### src/include/pmw_pkg.sv
package pmw_pkg;
  // transaction status codes on the local side
  localparam logic [3:0] STAT_IDLE = 4'h0;
  localparam logic [3:0] STAT_ADDR_LOAD = 4'h1;
  localparam logic [3:0] STAT_BUS_TXN = 4'h2;
  localparam logic [3:0] STAT_BUS_TERM = 4'h3;

  localparam int DATA_W = 64;
  localparam int BE_W = 8;
  localparam int CMD_W = 4;
  localparam int LO_W = 32;
  localparam int BURST_W = 8;

  localparam logic [BURST_W-1:0] BURST_ZERO = 8'h00;
  localparam logic [BURST_W-1:0] BURST_ONE = 8'h01;
  localparam logic [BURST_W-1:0] BURST_TWO = 8'h02;
  localparam logic [3:0] CMD_MEM_WRITE = 4'h7;
  // wait cycles spent deciding the transfer width
  localparam logic [1:0] WIDTH_WAITS = 2'h2;
  localparam logic [1:0] WAIT_LAST = 2'h1;

  typedef enum logic [3:0] {
    ST_IDLE = 4'b0000,
    ST_REQ = 4'b0001,
    ST_GRANT = 4'b0011,
    ST_LOAD = 4'b0010,
    ST_ADDR = 4'b0110,
    ST_WAIT = 4'b0111,
    ST_DATA = 4'b0101,
    ST_TURN = 4'b0100
  } pmw_core_e;

  typedef enum logic [1:0] {
    LM_IDLE = 2'b00,
    LM_REQ = 2'b01,
    LM_RUN = 2'b11
  } pmw_lm_e;
endpackage

### src/include/pmw_if.sv
`timescale 1ns/100ps
`default_nettype none
interface pmw_if
  import pmw_pkg::*;
  (
  input wire logic i_clk_sys
);
  // local side, active-low controls end in n
  logic local_wide_request_n;
  logic local_grant_n;
  logic [3:0] local_txn_status;
  logic [DATA_W-1:0] local_ad_in;
  logic [BE_W-1:0] local_byte_enables_n;
  logic [CMD_W-1:0] local_cmd;
  logic [BURST_W-1:0] requested_burst_length;
  logic [BURST_W-1:0] remaining_burst_count;
  logic local_ready_n;
  logic low_word_taken_n;
  logic high_word_taken_n;
  logic wide_transfer_flag_n;

  modport core (
    input local_wide_request_n, local_ad_in, local_byte_enables_n, local_cmd,
    input requested_burst_length, local_ready_n,
    output local_grant_n, local_txn_status, remaining_burst_count,
    output low_word_taken_n, high_word_taken_n, wide_transfer_flag_n
  );
  modport lmaster (
    output local_wide_request_n, local_ad_in, local_byte_enables_n, local_cmd,
    output requested_burst_length, local_ready_n,
    input local_grant_n, local_txn_status, remaining_burst_count,
    input low_word_taken_n, high_word_taken_n, wide_transfer_flag_n
  );
endinterface
`default_nettype wire

### src/rtl/pmw_core.sv
// Behaviour
// - local master drops request after Address Loading
// - grant plus Address Loading starts address phase
// - status becomes Bus Transaction with frame
// - burst counter loads length in address phase
// - ready gives first word, both strobes asserted
// - local ready only when data available
// - drop reqn after frame without request
// - fast target asserts devsel, ack64, trdy together
// - first word driven on ad and cben
// - first data phase: irdy high, strobes high
// - second wait cycle settles width likewise
// - untaken word stays on local bus
// - wide flag asserted, local grant follows gntn
// - local ready held through wait cycles
// - irdy deasserted means phase incomplete
// - request and grant give Address Loading
// - request lowers reqn, grant plus idle grants
`timescale 1ns/100ps
`default_nettype none
module pmw_core
  import pmw_pkg::*;
  (
  // clock and reset
  input wire logic i_clk_sys,
  input wire logic i_rst,
  // pci arbitration
  input wire logic i_gnt_n,
  output logic o_req_n,
  // pci control, output enable low while driving
  input wire logic i_frame_n,
  input wire logic i_irdy_n,
  output logic o_frame_n,
  output logic o_frame_oe_n,
  output logic o_req64_n,
  output logic o_req64_oe_n,
  output logic o_irdy_n,
  output logic o_irdy_oe_n,
  // pci target response
  input wire logic i_devsel_n,
  input wire logic i_ack64_n,
  input wire logic i_trdy_n,
  // pci address and data
  output logic [DATA_W-1:0] o_ad,
  output logic o_ad_oe_n,
  output logic [BE_W-1:0] o_cbe_n,
  output logic o_cbe_oe_n,
  // user-side status
  output logic o_phase_done,
  // local side
  pmw_if.core lm
);
  pmw_core_e st_q, st_d;
  logic req_n_q, req_n_d;
  logic frame_n_q, frame_n_d;
  logic req64_n_q, req64_n_d;
  logic irdy_n_q, irdy_n_d;
  logic oe_n_q, oe_n_d;
  logic irdy_oe_n_q, irdy_oe_n_d;
  logic [DATA_W-1:0] ad_q, ad_d;
  logic [BE_W-1:0] cbe_q, cbe_d;
  logic [3:0] stat_q, stat_d;
  logic gnt_n_q, gnt_n_d;
  logic [BURST_W-1:0] cnt_q, cnt_d;
  logic [BURST_W-1:0] len_q, len_d;
  logic [DATA_W-1:0] addr_q, addr_d;
  logic [CMD_W-1:0] cmd_q, cmd_d;
  logic xfer_n_q, xfer_n_d;
  logic wide_n_q, wide_n_d;
  logic [1:0] wait_q, wait_d;
  logic done_q, done_d;
  logic full_q, full_d;
  logic bus_idle;
  logic phase_ok;

  // bus idle when nobody frames or signals irdy
  assign bus_idle = i_frame_n && i_irdy_n;
  // a data phase completes only with irdy and trdy both low
  assign phase_ok = !irdy_n_q && !i_trdy_n;

  always_comb begin
    st_d = st_q;
    req_n_d = req_n_q;
    frame_n_d = frame_n_q;
    req64_n_d = req64_n_q;
    irdy_n_d = irdy_n_q;
    oe_n_d = oe_n_q;
    irdy_oe_n_d = irdy_oe_n_q;
    ad_d = ad_q;
    cbe_d = cbe_q;
    stat_d = stat_q;
    gnt_n_d = gnt_n_q;
    cnt_d = cnt_q;
    len_d = len_q;
    addr_d = addr_q;
    cmd_d = cmd_q;
    xfer_n_d = 1'b1;
    wide_n_d = wide_n_q;
    wait_d = wait_q;
    done_d = 1'b0;
    full_d = full_q;
    // frame seen last cycle with request already dropped
    if (!frame_n_q && lm.local_wide_request_n) begin
      req_n_d = 1'b1;
    end
    case (st_q)
      ST_IDLE: begin
        stat_d = STAT_IDLE;
        if (!lm.local_wide_request_n) begin
          req_n_d = 1'b0;
          st_d = ST_REQ;
        end
      end
      ST_REQ: begin
        if (!i_gnt_n && bus_idle) begin
          gnt_n_d = 1'b0;
          st_d = ST_GRANT;
        end
      end
      ST_GRANT: begin
        stat_d = STAT_ADDR_LOAD;
        addr_d = lm.local_ad_in;
        cmd_d = lm.local_cmd;
        len_d = lm.requested_burst_length;
        st_d = ST_LOAD;
      end
      ST_LOAD: begin
        if (!i_gnt_n) begin
          frame_n_d = 1'b0;
          req64_n_d = 1'b0;
          oe_n_d = 1'b0;
          ad_d = {{(DATA_W-LO_W){1'b0}}, addr_q[LO_W-1:0]};
          cbe_d = {{(BE_W-CMD_W){1'b0}}, cmd_q};
          stat_d = STAT_BUS_TXN;
          cnt_d = len_q;
          xfer_n_d = lm.local_ready_n;
          st_d = ST_ADDR;
        end
      end
      ST_ADDR: begin
        // first word read under the address-phase strobes
        ad_d = lm.local_ad_in;
        cbe_d = lm.local_byte_enables_n;
        full_d = !xfer_n_q;
        irdy_n_d = 1'b1;
        irdy_oe_n_d = 1'b0;
        wait_d = WIDTH_WAITS;
        st_d = ST_WAIT;
      end
      ST_WAIT: begin
        wait_d = wait_q - WAIT_LAST;
        if (wait_q == WAIT_LAST) begin
          // 64-bit only when the target claimed with ack64
          wide_n_d = i_ack64_n || i_devsel_n;
          gnt_n_d = i_gnt_n;
          st_d = ST_DATA;
        end
      end
      ST_DATA: begin
        gnt_n_d = i_gnt_n;
        if (phase_ok) begin
          done_d = 1'b1;
          cnt_d = cnt_q - BURST_ONE;
          if (cnt_q == BURST_ONE) begin
            st_d = ST_TURN;
          end
        end
        // word read under the strobes replaces the bus word
        if (!xfer_n_q) begin
          ad_d = lm.local_ad_in;
          cbe_d = lm.local_byte_enables_n;
        end
        full_d = !xfer_n_q || (full_q && !phase_ok);
        irdy_n_d = !full_d;
        // strobe only while words remain; assumes trdy stays low once given
        xfer_n_d = !(!lm.local_ready_n && cnt_d > {{(BURST_W-1){1'b0}}, full_d}
          && (!full_d || !i_trdy_n));
        if (cnt_q == BURST_ONE || (cnt_q == BURST_TWO && phase_ok)) begin
          frame_n_d = 1'b1;
          req64_n_d = 1'b1;
        end
      end
      ST_TURN: begin
        oe_n_d = 1'b1;
        irdy_oe_n_d = 1'b1;
        frame_n_d = 1'b1;
        req64_n_d = 1'b1;
        irdy_n_d = 1'b1;
        req_n_d = 1'b1;
        gnt_n_d = 1'b1;
        wide_n_d = 1'b1;
        stat_d = STAT_BUS_TERM;
        st_d = ST_IDLE;
      end
      default: begin
        st_d = ST_IDLE;
      end
    endcase
  end

  always_ff @(posedge i_clk_sys) begin
    if (i_rst) begin
      st_q <= ST_IDLE;
      req_n_q <= 1'b1;
      frame_n_q <= 1'b1;
      req64_n_q <= 1'b1;
      irdy_n_q <= 1'b1;
      oe_n_q <= 1'b1;
      irdy_oe_n_q <= 1'b1;
      ad_q <= '0;
      cbe_q <= '0;
      stat_q <= STAT_IDLE;
      gnt_n_q <= 1'b1;
      cnt_q <= '0;
      len_q <= '0;
      addr_q <= '0;
      cmd_q <= '0;
      xfer_n_q <= 1'b1;
      wide_n_q <= 1'b1;
      wait_q <= '0;
      done_q <= 1'b0;
      full_q <= 1'b0;
    end else begin
      st_q <= st_d;
      req_n_q <= req_n_d;
      frame_n_q <= frame_n_d;
      req64_n_q <= req64_n_d;
      irdy_n_q <= irdy_n_d;
      oe_n_q <= oe_n_d;
      irdy_oe_n_q <= irdy_oe_n_d;
      ad_q <= ad_d;
      cbe_q <= cbe_d;
      stat_q <= stat_d;
      gnt_n_q <= gnt_n_d;
      cnt_q <= cnt_d;
      len_q <= len_d;
      addr_q <= addr_d;
      cmd_q <= cmd_d;
      xfer_n_q <= xfer_n_d;
      wide_n_q <= wide_n_d;
      wait_q <= wait_d;
      done_q <= done_d;
      full_q <= full_d;
    end
  end

  assign o_req_n = req_n_q;
  assign o_frame_n = frame_n_q;
  assign o_frame_oe_n = oe_n_q;
  assign o_req64_n = req64_n_q;
  assign o_req64_oe_n = oe_n_q;
  assign o_irdy_n = irdy_n_q;
  assign o_irdy_oe_n = irdy_oe_n_q;
  assign o_ad = ad_q;
  assign o_ad_oe_n = oe_n_q;
  assign o_cbe_n = cbe_q;
  assign o_cbe_oe_n = oe_n_q;
  assign o_phase_done = done_q;
  assign lm.local_grant_n = gnt_n_q;
  assign lm.local_txn_status = stat_q;
  assign lm.remaining_burst_count = cnt_q;
  assign lm.low_word_taken_n = xfer_n_q;
  assign lm.high_word_taken_n = xfer_n_q;
  assign lm.wide_transfer_flag_n = wide_n_q;
endmodule
`default_nettype wire

### src/flat_wrapper.sv
// flat-port wrapper written by rule: the top's interface ports become plain ports
module pmw_core_flat import pmw_pkg::*;
  (i_clk_sys, i_rst, i_gnt_n, o_req_n, i_frame_n, i_irdy_n, o_frame_n, o_frame_oe_n, o_req64_n, o_req64_oe_n, o_irdy_n, o_irdy_oe_n, i_devsel_n, i_ack64_n, i_trdy_n, o_ad, o_ad_oe_n, o_cbe_n, o_cbe_oe_n, o_phase_done, lm_local_wide_request_n, lm_local_ad_in, lm_local_byte_enables_n, lm_local_cmd, lm_requested_burst_length, lm_local_ready_n, lm_local_grant_n, lm_local_txn_status, lm_remaining_burst_count, lm_low_word_taken_n, lm_high_word_taken_n, lm_wide_transfer_flag_n);
  pmw_if lm_i (.i_clk_sys(i_clk_sys));
  input wire logic i_clk_sys;
  input wire logic i_rst;
  input wire logic i_gnt_n;
  output logic o_req_n;
  input wire logic i_frame_n;
  input wire logic i_irdy_n;
  output logic o_frame_n;
  output logic o_frame_oe_n;
  output logic o_req64_n;
  output logic o_req64_oe_n;
  output logic o_irdy_n;
  output logic o_irdy_oe_n;
  input wire logic i_devsel_n;
  input wire logic i_ack64_n;
  input wire logic i_trdy_n;
  output logic [DATA_W-1:0] o_ad;
  output logic o_ad_oe_n;
  output logic [BE_W-1:0] o_cbe_n;
  output logic o_cbe_oe_n;
  output logic o_phase_done;
  input wire logic [$bits(lm_i.local_wide_request_n)-1:0] lm_local_wide_request_n;
  input wire logic [$bits(lm_i.local_ad_in)-1:0] lm_local_ad_in;
  input wire logic [$bits(lm_i.local_byte_enables_n)-1:0] lm_local_byte_enables_n;
  input wire logic [$bits(lm_i.local_cmd)-1:0] lm_local_cmd;
  input wire logic [$bits(lm_i.requested_burst_length)-1:0] lm_requested_burst_length;
  input wire logic [$bits(lm_i.local_ready_n)-1:0] lm_local_ready_n;
  output wire logic [$bits(lm_i.local_grant_n)-1:0] lm_local_grant_n;
  output wire logic [$bits(lm_i.local_txn_status)-1:0] lm_local_txn_status;
  output wire logic [$bits(lm_i.remaining_burst_count)-1:0] lm_remaining_burst_count;
  output wire logic [$bits(lm_i.low_word_taken_n)-1:0] lm_low_word_taken_n;
  output wire logic [$bits(lm_i.high_word_taken_n)-1:0] lm_high_word_taken_n;
  output wire logic [$bits(lm_i.wide_transfer_flag_n)-1:0] lm_wide_transfer_flag_n;
  assign lm_i.local_wide_request_n = lm_local_wide_request_n;
  assign lm_i.local_ad_in = lm_local_ad_in;
  assign lm_i.local_byte_enables_n = lm_local_byte_enables_n;
  assign lm_i.local_cmd = lm_local_cmd;
  assign lm_i.requested_burst_length = lm_requested_burst_length;
  assign lm_i.local_ready_n = lm_local_ready_n;
  assign lm_local_grant_n = lm_i.local_grant_n;
  assign lm_local_txn_status = lm_i.local_txn_status;
  assign lm_remaining_burst_count = lm_i.remaining_burst_count;
  assign lm_low_word_taken_n = lm_i.low_word_taken_n;
  assign lm_high_word_taken_n = lm_i.high_word_taken_n;
  assign lm_wide_transfer_flag_n = lm_i.wide_transfer_flag_n;
  pmw_core u_core (.i_clk_sys(i_clk_sys), .i_rst(i_rst), .i_gnt_n(i_gnt_n), .o_req_n(o_req_n), .i_frame_n(i_frame_n), .i_irdy_n(i_irdy_n), .o_frame_n(o_frame_n), .o_frame_oe_n(o_frame_oe_n), .o_req64_n(o_req64_n), .o_req64_oe_n(o_req64_oe_n), .o_irdy_n(o_irdy_n), .o_irdy_oe_n(o_irdy_oe_n), .i_devsel_n(i_devsel_n), .i_ack64_n(i_ack64_n), .i_trdy_n(i_trdy_n), .o_ad(o_ad), .o_ad_oe_n(o_ad_oe_n), .o_cbe_n(o_cbe_n), .o_cbe_oe_n(o_cbe_oe_n), .o_phase_done(o_phase_done), .lm(lm_i));
endmodule
### config.mk
export PLATFORM = sky130hd
export DESIGN_NAME = pmw_core_flat
export DESIGN_NICKNAME = d
export VERILOG_FILES = /design/src/include/pmw_pkg.sv /design/src/include/pmw_if.sv /design/src/rtl/pmw_core.sv /design/src/flat_wrapper.sv
export SDC_FILE = /design/constraint.sdc
export NUM_CORES = 1
export LEC_CHECK = 0
export ABC_AREA = 1
export ABC_CLOCK_PERIOD_IN_PS = 1600
export BUFFER_PORTS_ARGS = -buffer_cell sky130_fd_sc_hd__buf_2
export CAP_MARGIN = 10
export CORE_MARGIN = 2
export CORE_UTILIZATION = 46
export CTS_CLUSTER_SIZE = 24
export DETAILED_ROUTE_END_ITERATION = 7
export PLACE_DENSITY = 0.77
export SLEW_MARGIN = 40
export SYNTH_ARGS = -nofsm -noshare
export SYNTH_HDL_FRONTEND = slang
export SYNTH_SLANG_ARGS = --single-unit
### constraint.sdc
create_clock -name i_clk_sys -period 1.6 [get_ports i_clk_sys]
set_input_delay 0.16 -clock i_clk_sys [delete_from_list [all_inputs] [get_ports i_clk_sys]]
set_output_delay 0.16 -clock i_clk_sys [all_outputs]
set_load 0.1 [all_outputs]
; ---- Word-level counts from Yosys, hierarchy flattened
; Cells that the tools add are included.
; Widths: inputs -> output; s select.
[classes]
n_lt_le_gt_ge = 1
reduce_logical = 43
n_eq_ne = 18
n_addsub = 2
bitwise_logic = 1
n_mux = 38
[op_table]
columns = operator, n
row1 = $pmux 64 s3, 1
row2 = $mux 64, 2
row3 = $mux 8, 5
row4 = $mux 4, 7
row5 = $pmux 4 s7, 1
row6 = $pmux 8 s3, 1
row7 = $eq 4x3->1 const B, 4
row8 = $pmux 4 s4, 1
row9 = $pmux 8 s2, 1
row10 = $pmux 1 s2, 7
row11 = $reduce_bool 2->1, 7
row12 = $ne 2x1->1 const B, 5
row13 = $logic_not 1->1, 9
row14 = $mux 1, 9
row15 = $reduce_and 3->1, 3
row16 = $eq 4x2->1 const B, 2
row17 = $eq 8x1->1 const B, 1
row18 = $eq 8x2->1 const B, 1
row19 = $gt 8x1->1, 1
row20 = $logic_and 1x1->1, 8
row21 = $reduce_and 2->1, 4
row22 = $reduce_bool 4->1, 2
row23 = $sub 8x1->8 const B, 1
row24 = $ne 2x2->1 const B, 3
row25 = 12 further kinds, 17
[totals]
regBits = 144
elab_cells = 122
inputBits = 94

; ---- Longest topological paths before layout
[logic_depth]
word_depth = 10
mapped_depth = 13
ltp_nobuf = 13

; ---- Least setup slack after synthesis
; No wires, ideal clock.
[synth_path]
kind = register to register
start = register u_core.irdy_n_q, in the netlist u_core.o_irdy_n
end = register u_core.xfer_n_q, in the netlist u_core.lm.high_word_taken_n
path_buffers = 0
arrival_ns = 2.181
t_required_ns = 1.487
period_less_slack_ns = 2.294
path_stages_with_launch = 12
slack_ns = -0.694
path_cell_list = dfxtp_1 -> nor2_1 -> xor2_1 -> ha_1 -> nor2_1 -> nor2_1 -> nand2_1 -> nor2_1 -> nand3_1 -> nand2_1 -> nand2_1 -> nand2_1
[synth_via]
elab_chain_cells = 10
word_cells_on_any_way = 14
[synth_rtl]
columns = item, line
row1 = start: declaration, pmw_core.sv:57  ; logic irdy_n_q, irdy_n_d;
row2 = start signal: assignment, pmw_core.sv:228  ; irdy_n_q <= irdy_n_d;
row3 = $logic_not 1->1 (*), pmw_core.sv:79  ; assign phase_ok = !irdy_n_q && !i_trdy_n;
row4 = $logic_and 1x1->1 (*), pmw_core.sv:79
row5 = $logic_not 1->1, pmw_core.sv:173  ; full_d = !xfer_n_q || (full_q && !phase_ok);
row6 = $logic_and 1x1->1, pmw_core.sv:173
row7 = $logic_or 1x1->1, pmw_core.sv:173
row8 = $gt 8x1->1 / $logic_not 1->1 (equally long branches), "pmw_core.sv:176, pmw_core.sv:177"
row9 = $logic_and 1x1->1 / $logic_or 1x1->1 (equally long branches), "pmw_core.sv:176, pmw_core.sv:177"
row10 = $logic_and 1x1->1 (*), pmw_core.sv:177  ; && (!full_d || !i_trdy_n));
row11 = $logic_not 1->1 (*), pmw_core.sv:176  ; xfer_n_d = !(!lm.local_ready_n && cnt_d > {{(BURST_W-1){1'b0}}, full_d}
row12 = $pmux 1 s2 (*), pmw_core.sv:106  ; case (st_q)
row13 = end signal: assignment, pmw_core.sv:239  ; xfer_n_q <= xfer_n_d;
row14 = end: declaration, pmw_core.sv:68  ; logic xfer_n_q, xfer_n_d;
; Mark *: on every way between the ends. The rest lies on a longest branch, timed or not. The select of a mux whose other input is x is not followed.
; A chain may end at the register's enable or synchronous reset.

; ---- Worst setup path after layout
[layout_path]
start = register u_core.st_q[2]
end = register u_core.ad_q[40], in the netlist u_core.o_ad[40]
[layout_via]
elab_chain_cells = 3
word_cells_on_any_way = 8
[layout_rtl]
columns = item, line
row1 = start: declaration, pmw_core.sv:53  ; pmw_core_e st_q, st_d;
row2 = start signal: assignment, pmw_core.sv:224  ; st_q <= st_d;
row3 = $eq 4x3->1 / $eq 4x2->1 (equally long branches), pmw_core.sv:106
row4 = $ne 2x2->1 (no line) / $reduce_bool 3->1 (equally long branches), n/a
row5 = $reduce_and 3->1 (no line), n/a
row6 = end signal: assignment, pmw_core.sv:210  ; ad_q <= '0;
row7 = end signal: assignment, pmw_core.sv:231  ; ad_q <= ad_d;
row8 = end: declaration, pmw_core.sv:60  ; logic [DATA_W-1:0] ad_q, ad_d;
; Several ways; a longest one is shown, not always the timed one.

==> out/results.txt <==
Initial Util - 46.80%
Worst Hold Launch - lm_local_ad_in[19]
Worst Hold Class - in2reg
Critical Path Source Type - flop
layout cells sized above 1 - 29.12%
area share of the largest cell type after synthesis - 47.99%
syn avg cell area - 7.307 um2
Max Cap Viol - 0
synth unique cells - 27
RSZ-0062 raised after global routing - yes
Post-Synth Simple-Gate Area - 23.02%
initial antenna violation count - 1
crit share post-route - 99.15%
residual DRC count - 0
FMAX - 630.3 MHz
via/cell ratio - 5.148
Worst Hold Path EP - u_core.addr_q[19]
Synth Area in XOR/XNOR - 0.1489%
utilization after layout - 65.73%
WL/cell - 14.61 um
chip width - 117.1 um
port bufs - 189
final hold violation count - 0
NumNets Final - 1123
adder-cell area share of the yosys netlist - 1.064%
Max Slew Vio Count - 0
Via Count - 6229
vias in the first global route - 5552
final hold slack - 12.73 ps
clock skew - 6.601 ps
drt first pass iters - 5
synthesis-to-layout area growth - 40.46%
first-pass GRT wire length - 26.25 mm
setup violators final - 0
num rows - 41
largest net degree at the start of global routing - 61
status - completed
post-synthesis mux area share - 0%
CTS tree - built
Leak - 3.854 nW
IO Count - 192
RR Endpoint - u_core.o_ad[40]
Die Footprint - 0.01371 mm2
Num CTS Buffers - 17
flops & latches, synth - 141
slew margin rel. - 65.87%
Root Driver - clkbuf_16
Hold Path Cell Cnt - 3
Synth Cell Area - 0.005882 mm2
crit path capture type - flop
CTS sink cnt - 141
fillers - 1078
CP arrival - 1870 ps
Mapped Cells - 805
post-layout min period - 1586 ps
Synth area leader - dfxtp_1
largest family of logic cells by synthesized area - simple AND/OR/NAND/NOR gates
Pwr Density - 2244 mW/mm2
reg2reg start - u_core.st_q[2]
hpwl dp - 10.68 mm
antenna viol nets, final - 0
H-tree depth - 4
routability cong. - 0.9003
Worst Reg-to-Reg Cells - 10
worst-case vdd ir drop - 0.002007 V
worst-margin pin slew - 515.5 ps
Worst Path Max Fanout - 19
Reg clk slew, reported paths - 60 ps
drt total wl - 17.68 mm
CTS max path bufs - 2
Critical Path RT - 1890 ps
core area - 0.01257 mm2
post-synthesis compound-gate area fraction - 19.19%
GRT Overall Usage - 24.61%
Setup CP Type - reg2reg
YS warnings - 0
die height - 117.1 um
top cells by area, synth - dfxtp_1 (48%), nand2_1 (9.3%), o21ai_0 (7.7%)
R2R Setup Slk - 10 ps
grt ovf - 0
worst skew pair latency - 420 ps
initial DRC count - 579
sequential fraction of the synthesis area - 47.99%
-- Yosys cell counts --
| library cell | n |
|---|---|
| a211oi_1 | 1 |
| a21oi_1 | 73 |
| a21oi_4 | 1 |
| a31oi_1 | 5 |
| buf_2 | 14 |
| buf_4 | 8 |
| clkbuf_1 | 36 |
| conb_1 | 1 |
| dfxtp_1 | 141 |
| ha_1 | 5 |
| inv_1 | 57 |
| inv_2 | 6 |
| nand2_1 | 146 |
| nand2_2 | 2 |
| nand3_1 | 64 |
| nand4_1 | 3 |
| nor2_1 | 114 |
| nor2_4 | 1 |
| nor3_1 | 3 |
| o211a_1 | 15 |
| o211ai_1 | 1 |
| o21a_1 | 1 |
| o21ai_0 | 90 |
| o21ai_1 | 8 |
| o21ai_2 | 1 |
| o22ai_1 | 7 |
| xor2_1 | 1 |
-- report_power, final --
group	internal [W]	switching (W)
sequential	0.00442	0.000500
clock	0.00246	0.00150
combinational	0.00212	0.00753
total	0.00901	0.00953
-- through the flow --
stage	setup TNS [ps]	cell area (um2)	total power [W]	setup slack, ps	instances
4_1_cts	0	8044	0.01803	14.33	1199
6_report	0	8262	0.01854	13.54	1210
3_5_place_dp	-149.6	7126	0.01379	-36.60	1139
3_3_place_gp	0	7126	0.01374	15.40	1139
2_1_floorplan	-854.5	5912	0.01214	-97.43	806
5_1_grt	-1391	8259	0.01933	-49.36	1209
-- cell usage in the layout (no fill, tap or decap), drive strengths merged, types with 6 or more instances in the layout --
cell type    instances
nand3               64
dlygate4sd3         26
clkinv               6
a21oi               74
inv                 64
o21ai               99
o211a               15
o22ai                7
dfxtp              141
clkbuf              26
nor2               115
nand2              148
buf                227
-- routing by layer --
metal / global-route usage, % / routed length [um] / up-vias
li1: - / - / 3069
met1: 31.34 / 7593 / 2864
met2: 39.34 / 8478 / 266
met3: 6.591 / 1264 / 30
met4: 10.90 / 340 / 0
met5: 0 / 0 / -
-- layout make-up --
type,instances,area [um2],area share [%]
diodes,1,2.502,0.03029
clock buffers,22,485.5,5.876
clock inverters,10,108.9,1.318
inverters,63,250.2,3.029
multi-input cells,544,2634,31.88
flip-flops and latches,141,2851,34.51
well taps,172,215.2,2.605
repair buffers,257,1714,20.75
-- worst max path at each step --
stage,start,to,slack (ps),cells past startpoint
2_1_floorplan,u_core.lm.remaining_burst_count[0],u_core.lm.high_word_taken_n,-100,11
3_3_place_gp,flop,u_core.o_ad[10],20,7
3_5_place_dp,u_core.st_q[0],u_core.o_ad[49],-40,6
4_1_cts,u_core.st_q[2],u_core.o_ad[49],10,10
5_1_grt,u_core.st_q[2],u_core.o_ad[29],-50,10
6_report,u_core.st_q[2],u_core.o_ad[40],10,10
-- what timing repair did --
| item | in CTS | in global routing |
|---|---|---|
| pin swaps | 1 | 8 |
| hold buffers | 26 | 0 |
| setup endpoints to repair | 21 | 85 |
| buffers inserted | 1 | 5 |
| gates cloned | 1 | 5 |
| endpoints found under the hold margin | 26 | 0 |
| resized for setup | 8 | 26 |
-- cells by family after synthesis --
group,after synthesis
AO/OA/AOI/OAI,203
flip-flops,141
XOR/XNOR,1
other,1
AND/OR/NAND/NOR,333
adder cells (fa/ha/maj),5
buffers and inverters,121
-- registers in the layout (all words and copies together), names as in the netlist, 2 cells and up, named ones only --
register                         cells
u_core.o_ad                         64
u_core.addr_q                       32
u_core.len_q                         8
u_core.lm.remaining_burst_count      8
u_core.o_cbe_n                       8
u_core.cmd_q                         4
u_core.lm.local_txn_status           2
u_core.st_q                          2
u_core.wait_q                        2
-- worst max-delay path, stage by stage (launching register included) --
cell and delay, ps:
dfxtp_4 380, inv_4 50, nor2_4 140, nand2_4 90
nand2_4 100, inv_4 40, a21oi_4 220, inv_4 100
buf_12 170, nand2_1 80, a21oi_1 80
Power figures use the tool's default switching activity.
